File: src/gdi_pkg.sv
package gdi_pkg;

    // Clock and source settling time
    localparam int CLK_PERIOD_NS = 10;
    localparam int SETTLE_NS = 2000;
    localparam int SETTLE_CYC = (SETTLE_NS + CLK_PERIOD_NS - 1) / CLK_PERIOD_NS;
    localparam int SETTLE_W = 8;
    localparam logic [SETTLE_W-1:0] SETTLE_LOAD = SETTLE_W'(SETTLE_CYC - 1);

    // Own primary address
    localparam int ADDR_W = 5;
    localparam logic [ADDR_W-1:0] ADDR_RESERVED = 5'h1f;

    // Command byte layout: group in bits 6:5, address in bits 4:0
    localparam int GRP_MSB = 6;
    localparam int GRP_LSB = 5;
    localparam logic [1:0] GRP_CMD = 2'h0;
    localparam logic [1:0] GRP_LISTEN = 2'h1;
    localparam logic [1:0] GRP_TALK = 2'h2;
    localparam logic [1:0] GRP_SECOND = 2'h3;
    localparam logic [6:0] CMD_GTL = 7'h01;
    localparam logic [6:0] CMD_SDC = 7'h04;
    localparam logic [6:0] CMD_GET = 7'h08;
    localparam logic [6:0] CMD_LLO = 7'h11;
    localparam logic [6:0] CMD_DCL = 7'h14;
    localparam logic [6:0] CMD_SPE = 7'h18;
    localparam logic [6:0] CMD_SPD = 7'h19;
    localparam logic [6:0] CMD_UNL = 7'h3f;
    localparam logic [6:0] CMD_UNT = 7'h5f;

    // Status byte: request-service bit
    localparam int RQS_BIT = 6;

    // Synchroniser vector positions
    localparam int PIN_W = 15;
    localparam int P_REN = 0;
    localparam int P_IFC = 1;
    localparam int P_EOI = 2;
    localparam int P_ATN = 3;
    localparam int P_NDAC = 4;
    localparam int P_NRFD = 5;
    localparam int P_DAV = 6;
    localparam int P_DIO = 7;

    typedef enum logic [3:0] {
        AH_IDLE = 4'h1,
        AH_WAIT = 4'h2,
        AH_READY = 4'h4,
        AH_TAKEN = 4'h8
    } gdi_ah_state_t;

    typedef enum logic [2:0] {
        SH_IDLE = 3'h1,
        SH_SETTLE = 3'h2,
        SH_ASSERT = 3'h4
    } gdi_sh_state_t;

endpackage

File: src/gdi_device.sv
`timescale 1ns/1ps
`default_nettype none
module gdi_device (
    // Clock and reset
    input wire logic i_ref_clk,
    input wire logic i_rst,
    // Address strap, caught during reset
    input wire logic [4:0] i_addr,
    // Bus lines sensed, active low
    input wire logic [7:0] i_dio_n,
    input wire logic i_dav_n,
    input wire logic i_nrfd_n,
    input wire logic i_ndac_n,
    input wire logic i_atn_n,
    input wire logic i_eoi_n,
    input wire logic i_ifc_n,
    input wire logic i_ren_n,
    // Open-collector bus drive, enable low pulls the line low
    output logic [7:0] o_dio_n,
    output logic [7:0] o_dio_oe_n,
    output logic o_dav_n,
    output logic o_dav_oe_n,
    output logic o_nrfd_n,
    output logic o_nrfd_oe_n,
    output logic o_ndac_n,
    output logic o_ndac_oe_n,
    output logic o_eoi_n,
    output logic o_eoi_oe_n,
    output logic o_srq_n,
    output logic o_srq_oe_n,
    // Talk data from the instrument
    input wire logic [7:0] i_tx_data,
    input wire logic i_tx_valid,
    input wire logic i_tx_last,
    output logic o_tx_ready,
    // Listen data to the instrument
    output logic [7:0] o_rx_data,
    output logic o_rx_valid,
    output logic o_rx_end,
    input wire logic i_rx_ready,
    // Service request and status
    input wire logic [7:0] i_status,
    input wire logic i_srq_req,
    output logic o_srq_pending,
    output logic o_spoll_read,
    // Interface state and events
    output logic o_talker,
    output logic o_listener,
    output logic o_spoll_mode,
    output logic o_remote,
    output logic o_lockout,
    output logic o_dev_clear,
    output logic o_trigger
);

    ////////////////////////////////////////////////////////////////////////////
    // Pin synchronisers; lines turned active high before the first stage

    wire [gdi_pkg::PIN_W-1:0] pins_raw = {~i_dio_n, ~i_dav_n, ~i_nrfd_n, ~i_ndac_n,
                                          ~i_atn_n, ~i_eoi_n, ~i_ifc_n, ~i_ren_n};
    logic [gdi_pkg::PIN_W-1:0] sync1_r;
    logic [gdi_pkg::PIN_W-1:0] sync2_r;

    genvar gi;
    generate
        for (gi = 0; gi < gdi_pkg::PIN_W; gi++) begin : g_sync
            always_ff @(posedge i_ref_clk) begin
                if (i_rst) begin
                    sync1_r[gi] <= 1'b0;
                    sync2_r[gi] <= 1'b0;
                end else begin
                    sync1_r[gi] <= pins_raw[gi];
                    sync2_r[gi] <= sync1_r[gi];
                end
            end
        end
    endgenerate

    wire ren_s = sync2_r[gdi_pkg::P_REN];
    wire ifc_s = sync2_r[gdi_pkg::P_IFC];
    wire eoi_s = sync2_r[gdi_pkg::P_EOI];
    wire atn_s = sync2_r[gdi_pkg::P_ATN];
    wire ndac_s = sync2_r[gdi_pkg::P_NDAC];
    wire nrfd_s = sync2_r[gdi_pkg::P_NRFD];
    wire dav_s = sync2_r[gdi_pkg::P_DAV];
    wire [7:0] dio_s = sync2_r[gdi_pkg::P_DIO +: 8];

    ////////////////////////////////////////////////////////////////////////////
    // Own address; a strap is only caught while reset is held

    logic [4:0] addr_r;
    always_ff @(posedge i_ref_clk) begin
        if (i_rst) addr_r <= i_addr;
    end
    // The reserved all-ones setting makes the device answer no address
    wire addr_ok = (addr_r != gdi_pkg::ADDR_RESERVED);

    ////////////////////////////////////////////////////////////////////////////
    // Acceptor handshake

    logic listen_r;
    logic [7:0] ah_byte;
    logic ah_stb;
    logic ah_nrfd_hold;
    logic ah_ndac_hold;
    // Commands are always taken unless IFC stands; data only while listening, paced by the user
    wire ah_active = (atn_s || listen_r) && !ifc_s;
    wire ah_ready = atn_s || i_rx_ready;

    gdi_acceptor u_acceptor (
        .i_ref_clk(i_ref_clk),
        .i_rst(i_rst),
        .i_active(ah_active),
        .i_ready(ah_ready),
        .i_dav(dav_s),
        .i_data(dio_s),
        .o_nrfd_hold(ah_nrfd_hold),
        .o_ndac_hold(ah_ndac_hold),
        .o_byte(ah_byte),
        .o_byte_stb(ah_stb)
    );

    ////////////////////////////////////////////////////////////////////////////
    // Command decode; the strobe is taken as a command if ATN still stands

    wire cmd_stb = ah_stb && atn_s;
    wire [6:0] code = ah_byte[6:0];
    wire [1:0] grp = code[gdi_pkg::GRP_MSB:gdi_pkg::GRP_LSB];
    wire own = addr_ok && (code[4:0] == addr_r);
    // Secondary group never matches, so no extended addressing
    wire is_mla = (grp == gdi_pkg::GRP_LISTEN) && own;
    wire is_mta = (grp == gdi_pkg::GRP_TALK) && own;
    wire is_unl = (code == gdi_pkg::CMD_UNL);
    wire is_unt = (code == gdi_pkg::CMD_UNT);
    wire c_mla = cmd_stb && is_mla;
    wire c_mta = cmd_stb && is_mta;
    wire c_gtl = cmd_stb && (code == gdi_pkg::CMD_GTL) && listen_r;
    wire c_sdc = cmd_stb && (code == gdi_pkg::CMD_SDC) && listen_r;
    wire c_dcl = cmd_stb && (code == gdi_pkg::CMD_DCL);
    wire c_get = cmd_stb && (code == gdi_pkg::CMD_GET);
    wire c_llo = cmd_stb && (code == gdi_pkg::CMD_LLO);
    wire c_spe = cmd_stb && (code == gdi_pkg::CMD_SPE);
    wire c_spd = cmd_stb && (code == gdi_pkg::CMD_SPD);

    ////////////////////////////////////////////////////////////////////////////
    // Talker, listener and serial poll state

    logic talk_r;
    logic spe_r;
    logic talk_nxt;
    logic listen_nxt;
    logic spe_nxt;

    // Other devices' addresses, the controller's among them, fall through
    always_comb begin
        talk_nxt = talk_r;
        listen_nxt = listen_r;
        spe_nxt = spe_r;
        if (ifc_s) begin
            talk_nxt = 1'b0;
            listen_nxt = 1'b0;
            spe_nxt = 1'b0;
        end else begin
            if (c_mta) talk_nxt = 1'b1;
            else if (c_mla || (cmd_stb && is_unt)) talk_nxt = 1'b0;
            if (c_mla) listen_nxt = 1'b1;
            else if (c_mta || (cmd_stb && is_unl)) listen_nxt = 1'b0;
            if (c_spe) spe_nxt = 1'b1;
            else if (c_spd) spe_nxt = 1'b0;
        end
    end

    always_ff @(posedge i_ref_clk) begin
        if (i_rst) begin
            talk_r <= 1'b0;
            listen_r <= 1'b0;
            spe_r <= 1'b0;
        end else begin
            talk_r <= talk_nxt;
            listen_r <= listen_nxt;
            spe_r <= spe_nxt;
        end
    end

    ////////////////////////////////////////////////////////////////////////////
    // Remote and local lockout; IFC leaves both untouched

    logic remote_r;
    logic lockout_r;
    // REN alone does not enter remote; the next own listen address does
    wire remote_nxt = ren_s && (c_mla || (remote_r && !c_gtl));
    wire lockout_nxt = ren_s && (c_llo || lockout_r);

    always_ff @(posedge i_ref_clk) begin
        if (i_rst) begin
            remote_r <= 1'b0;
            lockout_r <= 1'b0;
        end else begin
            remote_r <= remote_nxt;
            lockout_r <= lockout_nxt;
        end
    end

    ////////////////////////////////////////////////////////////////////////////
    // Source handshake: status byte during serial poll, user data otherwise

    logic sh_take;
    logic sh_done;
    logic sh_busy;
    logic sh_dav;
    logic [7:0] sh_data;
    logic sh_eoi;
    logic srq_pend_r;
    logic sent_rqs_r;
    logic sent_sp_r;
    wire sh_active = talk_r && !atn_s && !ifc_s;
    wire [7:0] sp_byte = {i_status[7], srq_pend_r, i_status[5:0]};
    // Skip the sh_done cycle after acceptance, so a repeated status byte already shows the cleared request bit
    wire sh_load = spe_r ? !sh_done : i_tx_valid;
    wire [7:0] sh_in = spe_r ? sp_byte : i_tx_data;
    wire sh_last = spe_r ? 1'b0 : i_tx_last;

    gdi_source u_source (
        .i_ref_clk(i_ref_clk),
        .i_rst(i_rst),
        .i_active(sh_active),
        .i_load(sh_load),
        .i_data(sh_in),
        .i_last(sh_last),
        .o_take(sh_take),
        .o_done(sh_done),
        .i_nrfd(nrfd_s),
        .i_ndac(ndac_s),
        .o_busy(sh_busy),
        .o_dav_drive(sh_dav),
        .o_data(sh_data),
        .o_eoi(sh_eoi)
    );

    assign o_tx_ready = sh_take && !spe_r;

    ////////////////////////////////////////////////////////////////////////////
    // Service request; a new request in the clearing cycle is kept

    logic srq_req_d_r;
    logic spoll_read_r;
    wire srq_rise = i_srq_req && !srq_req_d_r;
    wire sp_read = sh_done && sent_sp_r;
    wire srq_clear = sp_read && sent_rqs_r;
    wire srq_nxt = srq_rise || (srq_pend_r && !srq_clear);

    always_ff @(posedge i_ref_clk) begin
        if (i_rst) begin
            srq_req_d_r <= 1'b0;
            srq_pend_r <= 1'b0;
            sent_rqs_r <= 1'b0;
            sent_sp_r <= 1'b0;
            spoll_read_r <= 1'b0;
        end else begin
            srq_req_d_r <= i_srq_req;
            srq_pend_r <= srq_nxt;
            spoll_read_r <= sp_read;
            if (sh_take) begin
                sent_rqs_r <= spe_r && srq_pend_r;
                sent_sp_r <= spe_r;
            end
        end
    end

    ////////////////////////////////////////////////////////////////////////////
    // Listener data, clear and trigger events

    logic [7:0] rx_data_r;
    logic rx_valid_r;
    logic rx_end_r;
    logic clear_r;
    logic trig_r;
    wire rx_take = ah_stb && !atn_s && listen_r;

    always_ff @(posedge i_ref_clk) begin
        if (i_rst) begin
            rx_data_r <= 8'h00;
            rx_valid_r <= 1'b0;
            rx_end_r <= 1'b0;
            clear_r <= 1'b0;
            trig_r <= 1'b0;
        end else begin
            rx_valid_r <= rx_take;
            clear_r <= c_dcl || c_sdc;
            trig_r <= c_get;
            if (rx_take) begin
                rx_data_r <= ah_byte;
                rx_end_r <= eoi_s;
            end
        end
    end

    ////////////////////////////////////////////////////////////////////////////
    // Pin drive; ATN, IFC and REN have no drivers at all

    // ATN cuts the data drive at once, so a parallel poll finds the lines free
    wire dio_drive = sh_busy && !atn_s;
    assign o_dio_n = 8'h00;
    assign o_dio_oe_n = ~(sh_data & {8{dio_drive}});
    assign o_dav_n = 1'b0;
    assign o_dav_oe_n = ~(sh_dav && !atn_s);
    assign o_eoi_n = 1'b0;
    assign o_eoi_oe_n = ~(sh_eoi && dio_drive);
    assign o_nrfd_n = 1'b0;
    assign o_nrfd_oe_n = ~ah_nrfd_hold;
    assign o_ndac_n = 1'b0;
    assign o_ndac_oe_n = ~ah_ndac_hold;
    assign o_srq_n = 1'b0;
    assign o_srq_oe_n = ~srq_pend_r;

    assign o_rx_data = rx_data_r;
    assign o_rx_valid = rx_valid_r;
    assign o_rx_end = rx_end_r;
    assign o_srq_pending = srq_pend_r;
    assign o_spoll_read = spoll_read_r;
    assign o_talker = talk_r;
    assign o_listener = listen_r;
    assign o_spoll_mode = spe_r;
    assign o_remote = remote_r;
    assign o_lockout = lockout_r;
    assign o_dev_clear = clear_r;
    assign o_trigger = trig_r;
endmodule
`default_nettype wire

File: src/gdi_acceptor.sv
`timescale 1ns/1ps
`default_nettype none
module gdi_acceptor (
    // Clock and reset
    input wire logic i_ref_clk,
    input wire logic i_rst,
    // Control
    input wire logic i_active,
    input wire logic i_ready,
    // Bus, asserted high
    input wire logic i_dav,
    input wire logic [7:0] i_data,
    output logic o_nrfd_hold,
    output logic o_ndac_hold,
    // Accepted byte
    output logic [7:0] o_byte,
    output logic o_byte_stb
);

    gdi_pkg::gdi_ah_state_t state_r;
    gdi_pkg::gdi_ah_state_t state_nxt;
    wire take = (state_r == gdi_pkg::AH_READY) && i_active && i_dav;

    always_comb begin
        state_nxt = state_r;
        case (state_r)
            gdi_pkg::AH_IDLE: if (i_active) state_nxt = gdi_pkg::AH_WAIT;
            gdi_pkg::AH_WAIT: begin
                if (!i_active) state_nxt = gdi_pkg::AH_IDLE;
                else if (i_ready && !i_dav) state_nxt = gdi_pkg::AH_READY;
            end
            gdi_pkg::AH_READY: begin
                if (!i_active) state_nxt = gdi_pkg::AH_IDLE;
                else if (i_dav) state_nxt = gdi_pkg::AH_TAKEN;
            end
            // Hold NRFD until the source drops DAV, even if deselected
            gdi_pkg::AH_TAKEN: if (!i_dav) state_nxt = gdi_pkg::AH_WAIT;
            default: state_nxt = gdi_pkg::AH_IDLE;
        endcase
    end

    always_ff @(posedge i_ref_clk) begin
        if (i_rst) begin
            state_r <= gdi_pkg::AH_IDLE;
            o_byte <= 8'h00;
            o_byte_stb <= 1'b0;
        end else begin
            state_r <= state_nxt;
            o_byte_stb <= take;
            if (take) o_byte <= i_data;
        end
    end

    assign o_nrfd_hold = (state_r == gdi_pkg::AH_WAIT) || (state_r == gdi_pkg::AH_TAKEN);
    assign o_ndac_hold = (state_r == gdi_pkg::AH_WAIT) || (state_r == gdi_pkg::AH_READY);

endmodule
`default_nettype wire

File: src/gdi_source.sv
`timescale 1ns/1ps
`default_nettype none
module gdi_source (
    // Clock and reset
    input wire logic i_ref_clk,
    input wire logic i_rst,
    // Byte to send
    input wire logic i_active,
    input wire logic i_load,
    input wire logic [7:0] i_data,
    input wire logic i_last,
    output logic o_take,
    output logic o_done,
    // Bus, asserted high
    input wire logic i_nrfd,
    input wire logic i_ndac,
    output logic o_busy,
    output logic o_dav_drive,
    output logic [7:0] o_data,
    output logic o_eoi
);

    gdi_pkg::gdi_sh_state_t state_r;
    gdi_pkg::gdi_sh_state_t state_nxt;
    logic [gdi_pkg::SETTLE_W-1:0] cnt_r;
    wire settled = (cnt_r == '0);
    wire accepted = (state_r == gdi_pkg::SH_ASSERT) && i_active && !i_ndac;

    assign o_take = (state_r == gdi_pkg::SH_IDLE) && i_active && i_load;

    always_comb begin
        state_nxt = state_r;
        case (state_r)
            gdi_pkg::SH_IDLE: if (o_take) state_nxt = gdi_pkg::SH_SETTLE;
            gdi_pkg::SH_SETTLE: begin
                if (!i_active) state_nxt = gdi_pkg::SH_IDLE;
                else if (settled && !i_nrfd) state_nxt = gdi_pkg::SH_ASSERT;
            end
            gdi_pkg::SH_ASSERT: if (!i_active || !i_ndac) state_nxt = gdi_pkg::SH_IDLE;
            default: state_nxt = gdi_pkg::SH_IDLE;
        endcase
    end

    always_ff @(posedge i_ref_clk) begin
        if (i_rst) begin
            state_r <= gdi_pkg::SH_IDLE;
            cnt_r <= '0;
            o_data <= 8'h00;
            o_eoi <= 1'b0;
            o_done <= 1'b0;
        end else begin
            state_r <= state_nxt;
            o_done <= accepted;
            if (o_take) begin
                cnt_r <= gdi_pkg::SETTLE_LOAD;
                o_data <= i_data;
                o_eoi <= i_last;
            end else if (!settled) begin
                cnt_r <= cnt_r - 1'b1;
            end
        end
    end

    assign o_busy = (state_r != gdi_pkg::SH_IDLE);
    assign o_dav_drive = (state_r == gdi_pkg::SH_ASSERT);

endmodule
`default_nettype wire

File: config.mk
export PLATFORM = sky130hd
export DESIGN_NAME = gdi_device
export DESIGN_NICKNAME = d
export VERILOG_FILES = /design/src/gdi_pkg.sv /design/src/gdi_device.sv /design/src/gdi_acceptor.sv /design/src/gdi_source.sv
export SDC_FILE = /design/constraint.sdc
export NUM_CORES = 1
export LEC_CHECK = 0
export BUFFER_PORTS_ARGS = -buffer_cell sky130_fd_sc_hd__buf_2
export CORE_ASPECT_RATIO = 0.9
export CORE_MARGIN = 2
export CORE_UTILIZATION = 55
export CTS_BUF_LIST = sky130_fd_sc_hd__clkbuf_4 sky130_fd_sc_hd__clkbuf_8
export DETAILED_ROUTE_END_ITERATION = 8
export GPL_TIMING_DRIVEN = 0
export PLACE_DENSITY = 0.91
export SLEW_MARGIN = 20
export SYNTH_ARGS = -nofsm -noshare
export SYNTH_HDL_FRONTEND = slang
export SYNTH_SLANG_ARGS = --single-unit
File: constraint.sdc
create_clock -name i_ref_clk -period 3.7 [get_ports i_ref_clk]
set_input_delay 0.185 -clock i_ref_clk [delete_from_list [all_inputs] [get_ports i_ref_clk]]
set_output_delay 0.185 -clock i_ref_clk [all_outputs]
set_load 0.02 [all_outputs]
==> key figures, run 1 <==
Status
  • Outcome: finished clean

Power
  • P_int: 0.00161 W
  • Clock network fraction of total power: 33.9%
  • Sw frac: 26.4%
  • Peak supply drop: 0.000274 V
  • Gate power share: 15.9%
  • PwrDens: 479 nW/um^2
  • Tot Pwr: 0.00219 W
  • Leak: 2.03 nW
  • Sequential power share: 50.2%
  • P_sw: 0.000579 W

Synthesis
  • Mux share of post-synthesis cell area: 7.21%
  • Syn Inst Count: 372
  • Synth Area in Compound Gates: 9.90%
  • Ys async rst share: 0%
  • Synth Area in Adders: 0.345%
  • Synthesized area per cell: 9.75 um^2
  • Largest family of logic cells by synthesized area: simple AND/OR/NAND/NOR gates
  • Area share of xor/xnor cells in the synthesized design: 1.93%
  • Flops & latches, synth: 91
  • Yosys cell types: 53
  • YS warnings: 0
  • Top FF cell, synth: dfxtp_1
  • Synthesized area: 3630 um^2
  • Post-synthesis sequential area ratio: 51.6%
  • Post-synth EDFFs: 5
  • Synth Area in Simple Gates: 22.8%

STA
  • Sum Neg Setup Slack: 0 ps
  • Final Setup Violations: 0
  • Final worst slack: 1640 ps
  • Measured slew at the worst slew-check pin: 619 ps
  • Final worst path period share: 55.8%
  • Clock period minus worst slack: 2060 ps
  • Pins Over Slew Limit: 0
  • Final Hold Fails: 0
  • Relative slew slack: 58.8%
  • Fmax: 0.485 GHz
  • Unrepaired setup endpoints after global routing: no
  • Clock skew: 5.20 ps

Global routing
  • GRT Residual Overflow: 0
  • Largest net degree at the start of global routing: 16
  • Initial antenna violation count: 0
  • First-pass GRT wire length: 12.8 mm
  • GRT Util Overall: 23.4%
  • Vias in the first global route: 2857

Place
  • Setup WS pre-CTS: 1920 ps
  • Hpwl dp: 5.79 mm
  • Port bufs: 73
  • Routability cong.: 0.920
  • Dpl cells: 547

Clock network
  • CTS tree: done
  • Later-pin clock latency in the skew report: 360 ps
  • Num CTS Buffers: 9
  • Root buf cell: clkbuf_8
  • Clock Sinks: 91
  • Clock Pin Slew Worst Setup and Hold Paths: 90 ps
  • Resized Gates After CTS: 0
  • Htree depth: 3
  • CTS max path bufs: 2
  • Setup Buffers After CTS: 0

Route
  • DRC: 0
  • Wire length per cell: 14.1 um
  • 1st-pass router iterations: 5
  • Via count: 3024
  • Starting DRT DRC Count: 207
  • Via-to-Cell Ratio: 5.19
  • Final ANT Viol Nets: 0
  • Final wirelength: 8.20 mm

Critical path
  • Crit-path cells: buf_4 -> nor3b_4 -> nand4_1 -> nor2_1 -> buf_2
  • CP delay by family, top: simple AND/OR/NAND/NOR gates
  • Worst Path Class, Setup: flop to primary output
  • Worst Path Arrival: 1880 ps
  • Cells on worst reg2reg path: 6
  • Crit Path Max Fanout: 9
  • CP Capture Type: primary output
  • Startpoint types: flop
  • Worst R2R Setup Slack: 1940 ps
  • CP max-delay cell: nand4_1
  • R2R Path Start: u_source.cnt_r[0]
  • CP peak stage delay: 370 ps
  • CP startpoint: atn_s
  • CP Depth: 5
  • Last element of the critical path: o_tx_ready
  • Crit path buffers/inverters: 2
  • Reg2reg end: u_source.cnt_r[1]
  • Worst Path Required: 3510 ps

Cells and area
  • Seq. cell area: 1870 um^2
  • Antenna cells: 0
  • Footprint of the multi-input gates: 1580 um^2
  • Share of layout cells above drive strength 1: 25.2%
  • Layout Nets: 531
  • Fill cells: 446
  • Syn-to-layout area delta: 26.1%
  • Post-Layout Cell Count: 583

Min path
  • Min-delay src: i_srq_req
  • Worst Hold Class: input port to flop

Die
  • Cell Rows: 28
  • Core ar.: 6480 um^2
  • Initial Utilization: 56.0%
  • # IOs: 88
  • Die H: 81.1 um
  • Die W: 89.6 um
  • Die ar.: 7260 um^2

Run
  • Max-Cap Viols: 0
final cells by class:
type,count,share of cell area (%)
Inverter,8,0.656
Buffer,31,4.18
Sequential cell,91,40.9
Clock buffer,10,3.01
Tap cell,90,2.46
Clock inverter,6,1.91
Multi-Input combinational cell,254,34.5
Timing Repair Buffer,93,12.4
cells by family (layout without fill, tap and decap cells):
logic type | after synthesis | count (layout)
simple gates | 159 | 159
flops | 91 | 91
compound gates | 47 | 47
buf+inv | 39 | 148
mux | 26 | 26
xor+xnor | 8 | 8
fa+ha+maj | 1 | 1
other cells | 1 | 13
worst min-delay path by stage:
| stage | to | cells after the start |
|---|---|---|
| after global routing | srq_req_d_r | 2 |
| after global placement | sync1_r[14] | 2 |
| final | srq_req_d_r | 2 |
| after detailed placement | sync1_r[6] | 2 |
| after CTS | srq_req_d_r | 2 |
| after floorplan | sync1_r[14] | 1 |
metrics by stage:
stage / hold WS [ps] / utilization (%) / instance area [um^2]
floorplan: 252 / - / 3670
global placement: 340 / 64.1 / 4150
detailed placement: 340 / 64.1 / 4150
CTS: 66.2 / 70.6 / 4580
global route: 88.3 / 70.6 / 4580
finish: 70.8 / 70.6 / 4580
metal layers:
metal	wire length, um	up-vias	GRT usage, %
met1	3400	1414	27.1
met4	216	0	11.9
li1	-	1477	-
met3	465	22	6.61
met2	4120	111	39.2
met5	0	-	0
power groups by stage:
stage,registers (W),logic [W],clock network (W)
after floorplan,0.00111,0.000254,0
after global placement,0.00111,0.000305,0
after detailed placement,0.00112,0.000325,0
after CTS,0.00110,0.000346,0.000749
after global routing,0.00110,0.000383,0.000797
final,0.00110,0.000348,0.000742
cell usage in the layout, fill, tap and decap left out, drive strengths merged, types with 6 or more instances in the layout:
master and n:
clkbuf 15, nor2 64, nor2b 23, nor3b 6, nand2b 7, a211oi 10
buf 99, a21oi 12, mux2i 25, nor3 7, conb 13, dfxtp 86
inv 9, nand2 22, a31oi 6, dlygate4sd3 20, xor2 6
sequential cells by signal (all words and copies together) (netlist names), 3 cells and up:
register            count
u_acceptor.o_byte       8
o_rx_data               8
dio_s                   8
u_source.state_r        3
sync1_r                15
addr_r                  5
u_source.cnt_r          8
u_acceptor.state_r      4
u_source.o_data         8
worst reg2reg max path, delay by kind of cell (launching register included):
kind | cells | cell delay [ps]
AOI/OAI and AO/OA | 1 | 130
adders and majority gates | 1 | 270
buffers and inverters | 1 | 80
DFF | 1 | 360
muxes | 1 | 360
and+or+nand+nor | 2 | 480
Yosys cell counts, drive strengths merged (2+ instances only):
| library cell | count | share of area, % |
|---|---|---|
| nor3b | 6 | 1.7 |
| buf | 26 | 4.8 |
| a31oi | 6 | 1.0 |
| nor4 | 5 | 1.0 |
| mux2i | 25 | 6.9 |
| nand4 | 4 | 0.69 |
| o21ai | 4 | 0.55 |
| or2 | 2 | 0.34 |
| nor4b | 2 | 0.48 |
| dfxtp | 86 | 47 |
| nand3 | 2 | 0.28 |
| inv | 8 | 0.83 |
| and4 | 2 | 0.55 |
| a21oi | 12 | 1.7 |
| or3b | 2 | 0.48 |
| edfxtp | 5 | 4.1 |
| nand2 | 22 | 2.3 |
| nand2b | 7 | 1.2 |
| a211oi | 10 | 2.9 |
| o21bai | 3 | 0.62 |
| nor2 | 64 | 6.6 |
| nor2b | 23 | 4.0 |
| o211ai | 3 | 0.62 |
| clkbuf | 5 | 0.52 |
| a2111oi | 2 | 0.69 |
| xnor2 | 2 | 0.48 |
| o211a | 2 | 0.55 |
| nor3 | 7 | 1.1 |
| and3 | 4 | 0.69 |
| nand3b | 4 | 0.83 |
| xor2 | 6 | 1.4 |
repair_timing:
action,in CTS,in global routing
endpoints found under the setup margin,0,0
hold buffers,20,0
endpoints found under the hold margin,20,0
No activity file was read; power rests on OpenSTA's default activity.
==> inputs of run 2 (changes only) <==
==> constraint.sdc (replaced) <==
create_clock -name i_ref_clk -period 1.98 [get_ports i_ref_clk]
set_input_delay 0.099 -clock i_ref_clk [delete_from_list [all_inputs] [get_ports i_ref_clk]]
set_output_delay 0.099 -clock i_ref_clk [all_outputs]
set_load 0.02 [all_outputs]
==> run 2 against run 1 <==
  * First-iteration DRC count grew 4.3%
  * Power rose by 88%
  * Largest power group unchanged
  * Worst setup slack worse by 1500 ps
  * Hold slack got worse by 62 ps
  * Sequential power is 87% higher
  * Highest routed layer unchanged
==> key figures, run 2 (synthesis gave the netlist of run 1 again) <==
Place
  • DP Area: 4150 um^2 (unchanged)
  • Routability cong.: 0.920 (unchanged)
  • Hpwl dp: 5.79 mm (unchanged)
  • Port bufs: 73 (unchanged)
  • Dpl cells: 547 (unchanged)

STA
  • Fmax: 0.544 GHz
  • Final Hold Fails: 0 (unchanged)
  • Clock period minus worst slack: 1840 ps
  • Final worst path period share: 92.8%
  • Relative slew slack: 59.4% (was 58.8%)
  • Measured slew at the worst slew-check pin: 609 ps (was 619 ps)
  • Pins Over Slew Limit: 0 (unchanged)
  • Clock skew: 5.56 ps (was 5.20 ps)
  • Unrepaired setup endpoints after global routing: no (unchanged)
  • Final Setup Violations: 0 (unchanged)
  • Sum Neg Setup Slack: 0 ps (unchanged)

Cells and area
  • Post-Layout Cell Count: 587 (was 583)
  • Biggest register: sync1_r (unchanged)
  • Share of layout cells above drive strength 1: 25.6% (was 25.2%)
  • Post-route design area: 4610 um^2 (was 4580 um^2)
  • Footprint of the multi-input gates: 1580 um^2 (unchanged)
  • Most common cell after layout, fill and taps aside: dfxtp_1 (unchanged)
  • Seq. cell area: 1870 um^2 (unchanged)
  • Layout Nets: 535 (was 531)
  • Max FFs per register: 15 (unchanged)
  • Syn-to-layout area delta: 27.0% (was 26.1%)
  • Fill cells: 440 (was 446)
  • Most frequent cells in the layout: dfxtp_1, buf_2, nor2_1, mux2i_1, nor2b_1 (unchanged)
  • Antenna cells: 0 (unchanged)

Route
  • Via-to-Cell Ratio: 5.26 (was 5.19)
  • Starting DRT DRC Count: 216 (was 207)
  • Via count: 3087 (was 3024)
  • Final ANT Viol Nets: 0 (unchanged)
  • DRC: 0 (unchanged)
  • Final wirelength: 8.34 mm (was 8.20 mm)
  • 1st-pass router iterations: 5 (unchanged)
  • Wire length per cell: 14.2 um (was 14.1 um)

Global routing
  • Gr busiest metal: met2 (unchanged)
  • Largest net degree at the start of global routing: 16 (unchanged)
  • GRT Util Overall: 23.5% (was 23.4%)
  • Vias in the first global route: 2868 (was 2857)
  • GRT met1 Usage: 27.1% (unchanged)
  • First-pass GRT wire length: 12.8 mm (about the same)
  • Global Route met3 Usage: 6.81% (was 6.61%)
  • Initial antenna violation count: 0 (unchanged)
  • Met2 GRT Util: 39.2% (unchanged)
  • GRT Residual Overflow: 0 (unchanged)

Die
  • Cell Rows: 28 (unchanged)
  • Die W: 89.6 um (unchanged)
  • Core ar.: 6480 um^2 (unchanged)
  • Die H: 81.1 um (unchanged)
  • Initial Utilization: 56.0% (unchanged)
  • # IOs: 88 (unchanged)
  • Die ar.: 7260 um^2 (unchanged)

Clock network
  • Later-pin clock latency in the skew report: 360 ps (about the same)
  • Clock Pin Slew Worst Setup and Hold Paths: 90 ps (about the same)
  • Htree depth: 3 (unchanged)
  • CTS max path bufs: 2 (unchanged)
  • CTS tree: done (unchanged)
  • Root buf cell: clkbuf_8 (unchanged)
  • Clock Sinks: 91 (unchanged)
  • Num CTS Buffers: 9 (unchanged)

Power
  • PwrDens: 892 nW/um^2 (was 479 nW/um^2)
  • Leak: 2.04 nW (was 2.03 nW)
  • Tot Pwr: 0.00411 W (was 0.00219 W)
  • Peak supply drop: 0.000517 V (was 0.000274 V)

Critical path
  • CP Capture Type: primary output (unchanged)
  • Worst Path Arrival: 1740 ps (was 1880 ps)
  • Crit Path Max Fanout: 9 (unchanged)
  • Startpoint types: flop (unchanged)
  • Worst Path Class, Setup: flop to primary output (unchanged)
  • Worst Path Required: 1880 ps (was 3510 ps)

Status
  • Outcome: finished clean (unchanged)

Min path
  • Worst Hold Class: input port to flop (unchanged)

Run
  • Max-Cap Viols: 0 (unchanged)
==> run 2: final timing paths <==
path / startpoint / endpoint / depth (start not counted) / slack [ps]
min reg2reg: sync1_r[11] / dio_s[4] / 1 / 440
min: i_tx_last / u_source.o_eoi / 3 / 9
max reg2reg: u_source.cnt_r[0] / u_source.cnt_r[1] / 6 / 220
max: atn_s / o_tx_ready / 5 / 140
==> run 2: what timing repair did <==
item                       CTS  global route
hold endpoints to repair    22             0
hold buffers                21             0
setup endpoints to repair    0             1
buffers inserted             0             3
gates resized for setup      0             0
==> run 2: layout make-up <==
cell class | count | share of cell area [%]
clock buffers | 10 | 2.99
plain buffers | 31 | 4.15
well taps | 90 | 2.44
multi-input cells | 254 | 34.3
flip-flops and latches | 91 | 40.6
repair buffers | 97 | 13.0
clock inverters | 6 | 1.90
inverters | 8 | 0.651
==> run 2: critical path, cell delays in order (launching register included) <==
cell	delay, ps
dfxtp_1	310
buf_4	170
nor3b_4	290
nand4_1	270
nor2_1	160
buf_2	180
==> run 2: layer usage <==
layer  up-vias  part of all wire, %
li1       1491                    -
met1      1434                   41
met2       137                   50
met3        25                  6.2
met4         0                  2.6
met5         -                    0
==> run 2: metrics by stage <==
stage | worst slack (ps) | hold slack (ps) | utilization [%]
finish | 143 | 9.24 | 71.1
global route | 39.4 | 22.7 | 71.1
CTS | 7.83 | 0.306 | 70.8
detailed placement | 274 | 254 | 64.1
global placement | 330 | 254 | 64.1
floorplan | 502 | 166 | -
==> run 2: power by group <==
part / total (W) / switching, W / internal, W
Combinational: 0.000659 / 0.000352 / 0.000308
Sequential: 0.00206 / 0.0000986 / 0.00196
Clock: 0.00139 / 0.000647 / 0.000747
